## config.mk

```make
export PLATFORM = sky130hd
export DESIGN_NAME = ext_area_select_and_byte_align
export DESIGN_NICKNAME = d
export VERILOG_FILES = /design/src/logic/ext_area_pkg.sv /design/src/logic/ext_area_select_and_byte_align.sv
export VERILOG_INCLUDE_DIRS = /design/src /design/src/logic
export SDC_FILE = /design/constraint.sdc
export NUM_CORES = 1
export LEC_CHECK = 0
export BUFFER_PORTS_ARGS = -buffer_cell sky130_fd_sc_hd__buf_2
export CAP_MARGIN = 10
export CORE_ASPECT_RATIO = 1.25
export CORE_MARGIN = 5
export CORE_UTILIZATION = 57
export CTS_CLUSTER_DIAMETER = 50
export DETAILED_ROUTE_END_ITERATION = 16
export PLACE_DENSITY_LB_ADDON = 0.2
export SYNTH_ARGS = -nofsm -noshare
export SYNTH_HDL_FRONTEND = slang
export SYNTH_SLANG_ARGS = --single-unit
```

## constraint.sdc

```tcl
create_clock -name sys_clk -period 5.2 [get_ports sys_clk]
set_input_delay 0.26 -clock sys_clk [delete_from_list [all_inputs] [get_ports sys_clk]]
set_output_delay 0.26 -clock sys_clk [all_outputs]
set_load 0.01 [all_outputs]
```

## src/logic/ext_area_regs.svh

```systemverilog
// register offsets, field positions and reset values of the area block
`ifndef EXT_AREA_REGS_SVH
`define EXT_AREA_REGS_SVH

// ----------------------------------------------------------------
// register byte offsets
// ----------------------------------------------------------------
`define OFS_MUX      8'h00
`define OFS_BSRAM    8'h04
`define OFS_SYSCTL   8'h08
`define OFS_WIDTH    8'h0C
`define OFS_STATUS   8'h10

// ----------------------------------------------------------------
// field positions
// ----------------------------------------------------------------
`define AREA_HI      7
`define AREA_LO      3
`define SYS_RAM_BIT  0
`define SYS_EXT_BIT  1
`define SYS_LE_BIT   2
`define STAT_BUSY    0

// ----------------------------------------------------------------
// reset values
// ----------------------------------------------------------------
`define RST_MUX      5'h00
`define RST_BSRAM    5'h00
`define RST_SYS      3'h3
`define RST_WIDTH    5'h00

`endif

```

## src/logic/ext_area_pkg.sv

```systemverilog
// types shared by the external area select and byte align block
package ext_area_pkg;

   // interface type, encoded as {mux select, byte control select}
   typedef enum logic [1:0] {
      IF_BASIC = 2'b00,
      IF_BSRAM = 2'b01,
      IF_MUX   = 2'b10,
      IF_BAD   = 2'b11
   } if_type_t;

   // access size from an internal bus master
   typedef enum logic [1:0] {
      SZ_BYTE = 2'b00,
      SZ_WORD = 2'b01,
      SZ_LONG = 2'b10
   } size_t;

   // sequencer states
   typedef enum logic [1:0] {
      ST_IDLE  = 2'b00,
      ST_SETUP = 2'b01,
      ST_WAIT  = 2'b10,
      ST_RESP  = 2'b11
   } st_t;

endpackage : ext_area_pkg

```

## src/logic/ext_area_select_and_byte_align.sv

```systemverilog
// area select, chip select and byte alignment for areas 3 to 7
//
// Notes on behaviour
// - area 3 picks basic 00, byte sram 01, mux i/o 10, 11 prohibited.
// - areas 4 to 7 use the same encoding from their own two bits.
// - an external access to area n drives that area's chip select.
// - in extended mode all of areas 3 and 4 are external.
// - area 5 ram addresses stay internal while ram enable is 1.
// - in extended mode area 5 is external apart from enabled ram and prohibited space.
// - in extended mode areas 6 and 7 are external apart from the i/o register region.
// - lanes follow area width, access size and endian format.
// - an 8-bit area uses only the lower lane, one byte per cycle.
// - 8-bit area: byte 1 cycle, word 2 cycles, longword 4 cycles.
// - big endian sends the most significant byte first.
// - little endian sends the least significant byte first.
// - byte, word and longword requests are turned into bus cycles.
// - a 16-bit area uses both lanes, a byte or a word per cycle.
`timescale 1ns/1ps
`include "ext_area_regs.svh"

module ext_area_select_and_byte_align #(
   parameter int          AW     = 24,
   parameter logic [23:0] RAM_LO = 24'hBF_8000,
   parameter logic [23:0] RAM_HI = 24'hBF_FFFF,
   parameter logic [23:0] BAD_LO = 24'hBE_0000,
   parameter logic [23:0] BAD_HI = 24'hBE_FFFF,
   parameter logic [23:0] IO6_LO = 24'hDF_F000,
   parameter logic [23:0] IO6_HI = 24'hDF_FFFF,
   parameter logic [23:0] IO7_LO = 24'hFF_F000,
   parameter logic [23:0] IO7_HI = 24'hFF_FFFF
) (
   // clock, reset, enable
   input  wire logic                  sys_clk,
   input  wire logic                  reset,
   input  wire logic                  ce,
   // apb register port
   input  wire logic [7:0]            paddr,
   input  wire logic                  psel,
   input  wire logic                  penable,
   input  wire logic                  pwrite,
   input  wire logic [31:0]           pwdata,
   output logic      [31:0]           prdata,
   output logic                       pready,
   output logic                       pslverr,
   // internal bus master request
   input  wire logic                  req_valid,
   output logic                       req_ready,
   input  wire logic [AW-1:0]         req_addr,
   input  wire ext_area_pkg::size_t   req_size,
   input  wire logic                  req_write,
   input  wire logic [31:0]           req_wdata,
   output logic                       resp_valid,
   output logic                       resp_ext,
   output logic                       resp_err,
   output logic      [31:0]           resp_rdata,
   // external bus cycle, to and from the strobe timing logic
   output logic                       ext_valid,
   input  wire logic                  ext_done,
   output logic      [AW-1:0]         ext_addr,
   output logic                       ext_write,
   output ext_area_pkg::if_type_t     ext_if,
   output logic                       ext_wide,
   output logic                       ext_upper_en,
   output logic                       ext_lower_en,
   output logic      [15:0]           ext_wdata,
   input  wire logic [15:0]           ext_rdata,
   output logic      [7:3]            area_chip_select_n
);
   import ext_area_pkg::*;

   // ----------------------------------------------------------------
   // functions
   // ----------------------------------------------------------------

   // byte position in the 32-bit word of the k-th byte in memory order
   function automatic logic [1:0] byte_pos(input logic [2:0] k,
                                           input logic [2:0] n,
                                           input logic       le);
      logic [2:0] b;
      b = le ? k : 3'(n - 3'd1 - k);
      return b[1:0];
   endfunction : byte_pos

   // interface type from the two select bits of an area
   function automatic if_type_t if_sel(input logic mux, input logic bc);
      return if_type_t'({mux, bc});
   endfunction : if_sel

   // ----------------------------------------------------------------
   // registers
   // ----------------------------------------------------------------
   logic [7:3] mux_interface_control_reg_r;
   logic [7:3] byte_sram_control_reg_r;
   logic [2:0] system_control_reg_r;
   logic [7:3] width_r;
   logic [7:3] prohibited_r;
   logic [31:0] prdata_r;

   // sequencer state
   st_t        st_r;
   st_t        st_nxt;
   logic [AW-1:0] addr_r;
   logic [2:0] n_r;
   logic [2:0] k_r;
   logic [31:0] wdata_r;
   logic [31:0] rdata_r;
   logic       write_r;
   logic [2:0] area_r;
   logic       le_r;
   logic       wide_r;
   logic       resp_ext_r;
   logic       resp_err_r;
   if_type_t   if_r;
   logic       wcyc_r;
   logic       up_r;
   logic [1:0] p0_r;
   logic [1:0] p1_r;
   logic [AW-1:0] ext_addr_r;
   logic [15:0] ext_wdata_r;
   logic [7:3] cs_n_r;

   // ----------------------------------------------------------------
   // apb decode
   // ----------------------------------------------------------------
   wire apb_wr   = ce & psel & penable & pwrite;
   wire apb_rd0  = ce & psel & ~penable;
   wire hit_mux  = paddr == `OFS_MUX;
   wire hit_bsr  = paddr == `OFS_BSRAM;
   wire hit_sys  = paddr == `OFS_SYSCTL;
   wire hit_wid  = paddr == `OFS_WIDTH;
   wire hit_sta  = paddr == `OFS_STATUS;
   wire hit_any  = hit_mux | hit_bsr | hit_sys | hit_wid | hit_sta;
   wire [7:3] bad_clr = (apb_wr & hit_sta) ?
                        pwdata[`AREA_HI:`AREA_LO] : 5'h00;
   wire busy     = st_r != ST_IDLE;

   // read data selection
   wire [31:0] rd_mux =
      hit_mux ? {24'h00_0000, mux_interface_control_reg_r, 3'h0} :
      hit_bsr ? {24'h00_0000, byte_sram_control_reg_r, 3'h0} :
      hit_sys ? {29'h0000_0000, system_control_reg_r} :
      hit_wid ? {24'h00_0000, width_r, 3'h0} :
      hit_sta ? {24'h00_0000, prohibited_r, 2'h0, busy} :
      32'h0000_0000;

   // zero-wait slave, unmapped offsets answer with an error
   assign pready  = 1'b1;
   assign pslverr = psel & penable & ~hit_any;
   assign prdata  = prdata_r;

   // control registers
   always_ff @(posedge sys_clk) begin
      if (reset) begin
         mux_interface_control_reg_r <= `RST_MUX;
         byte_sram_control_reg_r     <= `RST_BSRAM;
         system_control_reg_r        <= `RST_SYS;
         width_r                     <= `RST_WIDTH;
         prdata_r                    <= 32'h0000_0000;
      end else if (ce) begin
         if (apb_wr & hit_mux)
            mux_interface_control_reg_r <= pwdata[`AREA_HI:`AREA_LO];
         if (apb_wr & hit_bsr)
            byte_sram_control_reg_r <= pwdata[`AREA_HI:`AREA_LO];
         if (apb_wr & hit_sys)
            system_control_reg_r <= pwdata[2:0];
         if (apb_wr & hit_wid)
            width_r <= pwdata[`AREA_HI:`AREA_LO];
         if (apb_rd0)
            prdata_r <= rd_mux;
      end
   end

   // ----------------------------------------------------------------
   // area decode of the incoming request
   // ----------------------------------------------------------------
   wire [7:0] area_mux_select_bit = {mux_interface_control_reg_r, 3'h0};
   wire [7:0] area_byte_ctrl_select_bit = {byte_sram_control_reg_r, 3'h0};
   wire [7:0] area_wide = {width_r, 3'h0};
   wire internal_ram_enable_bit = system_control_reg_r[`SYS_RAM_BIT];
   wire ext_mode = system_control_reg_r[`SYS_EXT_BIT];
   wire [2:0] area_w = req_addr[AW-1 -: 3];
   wire in_ram = req_addr >= RAM_LO && req_addr <= RAM_HI;
   wire in_bad = req_addr >= BAD_LO && req_addr <= BAD_HI;
   wire in_io  = (req_addr >= IO6_LO && req_addr <= IO6_HI) ||
                 (req_addr >= IO7_LO && req_addr <= IO7_HI);
   wire a34 = area_w == 3'd3 || area_w == 3'd4;
   wire a5  = area_w == 3'd5;
   wire a67 = area_w == 3'd6 || area_w == 3'd7;

   // external space map per area
   wire go_ext = ext_mode & (a34 |
                 (a5 & ~(internal_ram_enable_bit & in_ram)
                  & ~in_bad) |
                 (a67 & ~in_io));

   // interface type of the addressed area
   wire if_type_t req_if = if_sel(area_mux_select_bit[area_w],
                          area_byte_ctrl_select_bit[area_w]);
   wire bad_if = req_if == IF_BAD;

   // byte count of the request
   wire [2:0] req_n = (req_size == SZ_LONG) ? 3'd4 :
                      (req_size == SZ_WORD) ? 3'd2 : 3'd1;

   assign req_ready = ce & (st_r == ST_IDLE);
   wire accept  = req_valid & req_ready;
   wire acc_ext = accept & go_ext & ~bad_if;

   // ----------------------------------------------------------------
   // per-cycle alignment
   // ----------------------------------------------------------------
   wire [AW-1:0] cur_a = addr_r + AW'(k_r);
   wire [2:0] rem  = 3'(n_r - k_r);
   wire wcyc = wide_r & ~cur_a[0] & (rem >= 3'd2);
   wire upper = wide_r & (cur_a[0] ^ ~le_r);
   wire [1:0] p0 = byte_pos(k_r, n_r, le_r);
   wire [1:0] p1 = byte_pos(3'(k_r + 3'd1), n_r, le_r);
   wire [7:0] b0 = wdata_r[8*p0 +: 8];
   wire [7:0] b1 = wdata_r[8*p1 +: 8];
   // the even-address byte sits on the upper lane in big endian
   wire [15:0] dout = wcyc ? (le_r ? {b1, b0} : {b0, b1}) :
                      upper ? {b0, 8'h00} : {8'h00, b0};

   // read bytes back from the lanes used by the cycle
   wire [7:0] r0 = wcyc_r ? (le_r ? ext_rdata[7:0] : ext_rdata[15:8]) :
                   up_r ? ext_rdata[15:8] : ext_rdata[7:0];
   wire [7:0] r1 = le_r ? ext_rdata[15:8] : ext_rdata[7:0];
   wire [2:0] k_nxt = 3'(k_r + (wcyc_r ? 3'd2 : 3'd1));
   wire cyc_end = (st_r == ST_WAIT) & ext_done;
   wire last = k_nxt >= n_r;

   // ----------------------------------------------------------------
   // sequencer
   // ----------------------------------------------------------------
   always_comb begin
      st_nxt = st_r;
      case (st_r)
         ST_IDLE:  if (accept) st_nxt = acc_ext ? ST_SETUP : ST_RESP;
         ST_SETUP: st_nxt = ST_WAIT;
         ST_WAIT:  if (ext_done) st_nxt = last ? ST_RESP : ST_SETUP;
         ST_RESP:  st_nxt = ST_IDLE;
         default:  st_nxt = ST_IDLE;
      endcase
   end

   // state and request capture
   always_ff @(posedge sys_clk) begin
      if (reset) begin
         st_r       <= ST_IDLE;
         addr_r     <= '0;
         n_r        <= 3'd1;
         wdata_r    <= 32'h0000_0000;
         write_r    <= 1'b0;
         area_r     <= 3'd3;
         le_r       <= 1'b0;
         wide_r     <= 1'b0;
         if_r       <= IF_BASIC;
         resp_ext_r <= 1'b0;
         resp_err_r <= 1'b0;
      end else if (ce) begin
         st_r <= st_nxt;
         if (accept) begin
            addr_r     <= req_addr;
            n_r        <= req_n;
            wdata_r    <= req_wdata;
            write_r    <= req_write;
            area_r     <= area_w;
            le_r       <= system_control_reg_r[`SYS_LE_BIT];
            wide_r     <= area_wide[area_w];
            if_r       <= req_if;
            resp_ext_r <= acc_ext;
            resp_err_r <= go_ext & bad_if;
         end
      end
   end

   // byte index and lane choice of the cycle in flight
   always_ff @(posedge sys_clk) begin
      if (reset) begin
         k_r    <= 3'd0;
         wcyc_r <= 1'b0;
         up_r   <= 1'b0;
         p0_r   <= 2'd0;
         p1_r   <= 2'd0;
      end else if (ce) begin
         if (accept)
            k_r <= 3'd0;
         else if (cyc_end)
            k_r <= k_nxt;
         if (st_r == ST_SETUP) begin
            wcyc_r <= wcyc;
            up_r   <= upper;
            p0_r   <= p0;
            p1_r   <= p1;
         end
      end
   end

   // external cycle outputs, loaded once per byte or word cycle
   always_ff @(posedge sys_clk) begin
      if (reset) begin
         ext_addr_r  <= '0;
         ext_wdata_r <= 16'h0000;
      end else if (ce && st_r == ST_SETUP) begin
         ext_addr_r  <= cur_a;
         ext_wdata_r <= write_r ? dout : 16'h0000;
      end
   end

   // read data assembly, one byte slot per generate branch
   for (genvar i = 0; i < 4; i++) begin : g_rd
      always_ff @(posedge sys_clk) begin
         if (reset)
            rdata_r[8*i +: 8] <= 8'h00;
         else if (ce && accept)
            rdata_r[8*i +: 8] <= 8'h00;
         else if (ce && cyc_end && !write_r) begin
            if (p0_r == 2'(i))
               rdata_r[8*i +: 8] <= r0;
            else if (wcyc_r && p1_r == 2'(i))
               rdata_r[8*i +: 8] <= r1;
         end
      end
   end

   // chip selects and sticky prohibited-setting flags per area
   for (genvar a = 3; a < 8; a++) begin : g_area
      always_ff @(posedge sys_clk) begin
         if (reset) begin
            cs_n_r[a]       <= 1'b1;
            prohibited_r[a] <= 1'b0;
         end else if (ce) begin
            cs_n_r[a] <= !(st_nxt == ST_WAIT && area_r == 3'(a));
            // a new prohibited hit wins over a clear in the same cycle
            prohibited_r[a] <= (prohibited_r[a] & ~bad_clr[a]) |
                               (accept & go_ext & bad_if &
                                area_w == 3'(a));
         end
      end
   end

   // ----------------------------------------------------------------
   // outputs
   // ----------------------------------------------------------------
   assign resp_valid   = st_r == ST_RESP;
   assign resp_ext     = resp_ext_r;
   assign resp_err     = resp_err_r;
   assign resp_rdata   = rdata_r;
   assign ext_valid    = st_r == ST_WAIT;
   assign ext_addr     = ext_addr_r;
   assign ext_write    = write_r;
   assign ext_if       = if_r;
   assign ext_wide     = wide_r;
   assign ext_upper_en = ext_valid & (wcyc_r | up_r);
   assign ext_lower_en = ext_valid & (wcyc_r | ~up_r);
   assign ext_wdata    = ext_wdata_r;
   assign area_chip_select_n = cs_n_r;

   // bus cycles completed in the current request
   logic [2:0] cnt_r;
   always_ff @(posedge sys_clk) begin
      if (reset)
         cnt_r <= 3'd0;
      else if (ce && accept)
         cnt_r <= 3'd0;
      else if (ce && cyc_end)
         cnt_r <= 3'(cnt_r + 3'd1);
   end
endmodule : ext_area_select_and_byte_align

```

# Word-level counts from Yosys, hierarchy flattened
# Cells that the tools add are included.
# W data, S select, Z words.
[word_totals]
register_bits = 212
inputBits = 123
output_inout_bits = 122
[classes]
n_lt_le_gt_ge = 11
addsub = 7
eq_ne = 27
reduce_logical = 49
shift = 2
n_mux = 40
bitwise = 66
[ops]
columns = ["operator", "n"]
rows = [
  ["$mux W8", 17],
  ["$ge A24 B24 Y1 const B", 4],
  ["$le A24 B24 Y1 const B", 4],
  ["$mux W16", 4],
  ["$shiftx A32 B6 Y8", 2],
  ["$and A1 B1 Y1", 38],
  ["$add A24 B3 Y24", 1],
  ["$eq A3 B3 Y1 const B", 8],
  ["$reduce_and A2 Y1", 12],
  ["$eq A2 B2 Y1 const B", 9],
  ["$logic_and A1 B1 Y1", 17],
  ["$eq A8 B4 Y1 const B", 2],
  ["$mux W2", 8],
  ["$not A1 Y1", 14],
  ["$or A1 B1 Y1", 13],
  ["$reduce_bool A2 Y1", 6],
  ["$bmux W1 S3", 3],
  ["$mux W3", 3],
  ["$eq A2 B1 Y1 const B", 4],
  ["$eq A8 B3 Y1 const B", 1],
  ["$eq A8 B5 Y1 const B", 1],
  ["$logic_not A8 Y1", 1],
  ["$pmux W2 S4", 1],
  ["$eq A3 B2 Y1 const B", 2],
  ["15 further kinds", 27],
]

# Logic depth before layout (Yosys ltp)
[logic_depth]
word_depth = 17
ltp_mapped = 11
depth_no_buf = 10

# Least setup slack after synthesis
# No wires, ideal clock.
[synth_timing]
path_type = "register to register"
startpoint = "reg n_r[0]"
endpoint = "reg ext_wdata_r[14], in the netlist ext_wdata[14]"
t_required_ns = 5.083
path_stages_with_launch = 8
n_path_buf = 1
period_less_slack_ns = 2.443
arrival_time_ns = 2.326
slack_ns = 2.757
cell_sequence = "dfxtp_1 > inv_1 > ha_1 > mux2i_2 > buf_2 > mux4_2 > a22oi_1 > nand2_1"
[synth_via]
elab_chain_cells = 7
[synth_rtl]
columns = ["item", "line_no", "text"]
rows = [
  ["start: declaration", "ext_area_select_and_byte_align.sv:103", "logic [2:0] n_r;"],
  ["start signal: assignment", "ext_area_select_and_byte_align.sv:264", "n_r <= req_n;"],
  ["$sub A2 B1 Y2", "ext_area_select_and_byte_align.sv:80", "b = le ? k : 3'(n - 3'd1 - k);"],
  ["$sub A2 B2 Y2", "ext_area_select_and_byte_align.sv:80", ""],
  ["$mux W2", "ext_area_select_and_byte_align.sv:80", ""],
  ["$shiftx A32 B6 Y8, on equally long branches", "ext_area_select_and_byte_align.sv:218, ext_area_select_and_byte_align.sv:219", ""],
  ["$mux W16, on equally long branches", "ext_area_select_and_byte_align.sv:222, ext_area_select_and_byte_align.sv:221", ""],
  ["$mux W16 (*)", "ext_area_select_and_byte_align.sv:221", "wire [15:0] dout = wcyc ? (le_r ? {b1, b0} : {b0, b1}) :"],
  ["$mux W16 (*)", "ext_area_select_and_byte_align.sv:306", "ext_wdata_r <= write_r ? dout : 16'h0000;"],
  ["end signal: assignment", "ext_area_select_and_byte_align.sv:306", ""],
  ["end: declaration", "ext_area_select_and_byte_align.sv:119", "logic [15:0] ext_wdata_r;"],
]
# Mark *: on every way between the ends. The rest lies on a longest branch, timed or not.
# A chain may end at the register's enable or synchronous reset.

# Final worst setup path
[layout_timing]
startpoint = "reg le_r"
endpoint = "reg ext_wdata_r[13], in the netlist ext_wdata[13]"
[layout_via]
elab_chain_cells = 6
[layout_rtl]
columns = ["item", "line_no", "text"]
rows = [
  ["start: declaration", "ext_area_select_and_byte_align.sv:109", "logic le_r;"],
  ["start signal: assignment", "ext_area_select_and_byte_align.sv:268", "le_r <= system_control_reg_r[`SYS_LE_BIT];"],
  ["parallel branches: the longest is 4 deep, another holds $shiftx A32 B6 Y8", "-", ""],
  ["$mux W16 (*)", "ext_area_select_and_byte_align.sv:221", ""],
  ["$mux W16 (*)", "ext_area_select_and_byte_align.sv:306", ""],
]
# Every way passes the cells marked *.

==> impl_metrics.tcl <==
set metrics [dict create \
    outcome "complete, no violations" \
    h-tree-depth 4 \
    synthMuxAreaShare_pct 10.9 \
    cts_sinks 187 \
    setup_violations 0 \
    ff2ff_path_depth 4 \
    syn_area_per_cell_sq_um 8.25 \
    ys_seq_area_share_pct 40.8 \
    final_hold_viol_count 0 \
    fillers 1421 \
    final.min_clock_period_ns 3.09 \
    finalClockSkew_ns 0.0151 \
    initial_core_util_pct 57.4 \
    rows 52 \
    finalNonFillerCells 1493 \
    critPathRequiredTime_ns 5.48 \
    wirelength_mm 24.0 \
    yosys.area_share.adder_pct 2.29 \
    synth_area_sq_um 9190 \
    min_to "wdata_r[28]$_SDFFE_PP0P_" \
    synth_xor_xnor_area_share_pct 3.42 \
    rr_endpoint "ext_wdata[13]$_SDFFE_PP0P_" \
    period_share_pct 59.4 \
    cp_slowest_stage_delay_ns 1.05 \
    fin_nets 1402 \
    postCtsSetupBuffers 0 \
    synth_top_family_by_area "simple AND/OR/NAND/NOR gates" \
    critPathTopFamily "multiplexers" \
    hpwl_mm 17.2 \
    final.setup.tns_ns 0 \
    clockRootBuffer "clkbuf_16" \
    min_from "req_wdata[28]" \
    synthDistinctLibCells 56 \
    synth-main-ff-cell "dfxtp_1" \
    crit_path_cell_trace "mux2i_4, mux4_2, a21boi_0, a221oi_1" \
    clk_latency_ns 0.44 \
    critPathCaptureType "flip-flop" \
    numPortBuffers 195 \
    fmax_mhz 324 \
    hp-class "input pin to flip-flop" \
    first_iter_violations 446 \
    powerDensity_nw_per_um2 292 \
    cp_max_fo 25 \
    rsz0062_at_grt "false" \
    drv_slew 0 \
    grtUsageTotal_pct 25.3 \
    setup.worst_path.start_class "flip-flop" \
    cts_tree "done" \
    grt_pass1_vias 7693 \
    die-area_sq_um 18800 \
    cts_buffers 17 \
    clockBufferDepth 2 \
    tightest_slew_ns 1.15 \
    relSlewSlack_pct 23.4 \
    cts_resized 0 \
    io_pins 245 \
    synth-compound-area-share_pct 16.4 \
    crit_buf_inv 0 \
    gp_congestion 0.844 \
    grt_max_degree 77 \
    synth-seq-cells 187 \
    worstPathArrival_ns 3.36 \
    grt_pass1_wl_mm 38.3 \
    slowest_stage "dfxtp_1" \
    die_height_um 152 \
    wl_per_cell_um 16.1 \
    antenna_found_initial 1 \
    synthArstFlopShare_pct 0 \
    syn_inst 1113 \
    p_total_mw 3.12 \
    drt_first_pass_iters 5 \
    cts-hold-fix-buffers 0 \
    synth-warning-count 0 \
    via_count 8235 \
    place_inst 1461 \
    max-vdd-ir-drop_mv 0.240 \
    whs_path_depth 3 \
    die_x_um 124 \
    core_sq_um 16000 \
    p_leak_nw 4.32 \
    area_growth_pct 16.4 \
    antenna_left 0 \
    r2r_slack_ns 2.11 \
    drv_cap 0 \
    drc 0 \
    crit_type "flip-flop to flip-flop" \
    layout-drive-gt1-share_pct 21.3 \
    vias_per_cell 5.52 \
    synth-simple-area-share_pct 20.2 \
    clk_pin_slew_worst_paths_ns 0.07 \
    grt_overflow_total 0 \
    synth_edf_count 0 \
    reg2reg_from "le_r$_SDFFE_PP0P_" \
]
[logic make-up (layout without fill, tap and decap cells)]
group | count (synthesis) | after routing
DFF | 187 | 187
AOI/OAI and AO/OA | 251 | 251
and+or+nand+nor | 433 | 433
muxes | 79 | 79
buffers and inverters | 115 | 255
xor gates and xnor gates | 31 | 31
other | 2 | 26
adders and majority gates | 15 | 15
[per-stage QoR]
stage          hold WS (ns)  worst slack [ns]  utilization, %  instance area [sq um]
2_1_floorplan         0.384              2.76               -                   9270
3_3_place_gp          0.424              2.18            63.3                  10100
3_5_place_dp          0.428              2.11            63.3                  10100
4_1_cts              0.0473              2.09            66.8                  10700
5_1_grt              0.0466              1.89            66.8                  10700
6_report             0.0570              2.11            66.8                  10700
[synthesized netlist by cell type (3+ instances only)]
| library cell | instances | area share, % |
|---|---|---|
| nand2b_1 | 14 | 0.95 |
| mux2i_1 | 51 | 5.6 |
| buf_4 | 25 | 2.0 |
| a32oi_1 | 3 | 0.29 |
| a21oi_2 | 3 | 0.29 |
| nor2_1 | 107 | 4.4 |
| a211oi_1 | 22 | 1.8 |
| dfxtp_1 | 187 | 41 |
| xor2_1 | 19 | 1.8 |
| nand3b_1 | 3 | 0.25 |
| clkbuf_1 | 60 | 2.5 |
| or2_2 | 6 | 0.41 |
| a21boi_0 | 8 | 0.65 |
| nor3_1 | 10 | 0.54 |
| and3_1 | 5 | 0.34 |
| mux4_2 | 14 | 3.4 |
| mux2_2 | 12 | 1.5 |
| nor2b_1 | 4 | 0.27 |
| o211ai_1 | 10 | 0.82 |
| and2_1 | 5 | 0.34 |
| and4_1 | 3 | 0.29 |
| a221oi_1 | 11 | 1.0 |
| nand3_1 | 31 | 1.7 |
| nand2_1 | 230 | 9.4 |
| o2111ai_1 | 5 | 0.48 |
| ha_1 | 12 | 1.6 |
| a211o_1 | 5 | 0.48 |
| inv_1 | 24 | 0.98 |
| o21ai_0 | 53 | 2.9 |
| xnor2_1 | 9 | 0.86 |
| fa_1 | 3 | 0.65 |
| a22oi_1 | 5 | 0.41 |
| a21oi_1 | 115 | 6.3 |
| nand4_1 | 8 | 0.54 |
[worst max path at each step]
stage,start,end,slack (ns),cells after the start
6_report,le_r$_SDFFE_PP0P_,ext_wdata[13]$_SDFFE_PP0P_,2.11,4
5_1_grt,le_r$_SDFFE_PP0P_,ext_wdata[5]$_SDFFE_PP0P_,1.89,4
4_1_cts,le_r$_SDFFE_PP0P_,ext_wdata[13]$_SDFFE_PP0P_,2.09,4
3_5_place_dp,le_r$_SDFFE_PP0P_,ext_wdata[13]$_SDFFE_PP0P_,2.11,4
3_3_place_gp,le_r$_SDFFE_PP0P_,ext_wdata[13]$_SDFFE_PP0P_,2.18,4
2_1_floorplan,n_r[0]$_SDFFE_PP1P_,ext_wdata[14]$_SDFFE_PP0P_,2.76,7
[state kept, by name, indices dropped and copies added, names as in the netlist, 5 cells and up]
name and count:
byte_sram_control_reg_r 5, wdata_r 32, addr_r 24, ext_wdata 16, ext_addr 24, area_chip_select_n 5
prohibited_r 5, width_r 5, prdata 8, mux_interface_control_reg_r 5, resp_rdata 32
[worst register-to-register path, cell delays in order, from the launching register on]
cell and delay, ns:
dfxtp_1 1.05, mux2i_4 0.95, mux4_2 0.64, a21boi_0 0.19
a221oi_1 0.11
[routing by layer]
layer  GRT usage, %  wire length [um]  vias up
met5              0                 0        -
met3           4.95              1290       45
met1           31.1              9710     3858
li1               -                 -     4105
met2           43.5             12400      227
met4           8.97               561        0
[power by group]
group          internal, mW  switching (mW)
registers              1.47          0.0368
logic                 0.138           0.221
clock network         0.677           0.572
total                  2.29           0.830
[placed cells by master, fill, tap and decap left out, drive strengths merged, types with 4 or more instances in the layout]
| cell | Yosys | routed |
|---|---|---|
| nor2b | 4 | 4 |
| nand3 | 31 | 31 |
| a21boi | 8 | 8 |
| nand2 | 230 | 230 |
| a22oi | 5 | 5 |
| and2 | 5 | 5 |
| inv | 24 | 27 |
| o211ai | 10 | 10 |
| conb | 2 | 25 |
| nor3 | 10 | 10 |
| mux2 | 12 | 12 |
| a211oi | 22 | 22 |
| or2 | 6 | 6 |
| a211o | 5 | 5 |
| mux4 | 15 | 15 |
| dfxtp | 187 | 187 |
| nand2b | 14 | 14 |
| xnor2 | 9 | 9 |
| buf | 31 | 200 |
| a21oi | 118 | 118 |
| and3 | 5 | 5 |
| o21ai | 53 | 53 |
| a221oi | 11 | 11 |
| clkbuf | 60 | 19 |
| xor2 | 19 | 19 |
| nor2 | 107 | 107 |
| clkinv | 0 | 8 |
| ha | 12 | 12 |
| nand4 | 8 | 8 |
| o2111ai | 5 | 5 |
| mux2i | 52 | 52 |
[cell type report]
class	instances	area, sq um	area share [%]
tap	216	270	2.53
timing repair buffer	200	1020	9.51
sequential	187	3740	35.0
antenna	1	2.50	0.0234
multi-input combinational	834	5000	46.8
clock buffer	19	443	4.14
clock inverter	12	118	1.10
inverter	24	90.1	0.843
(Power assumes the default switching activity.)
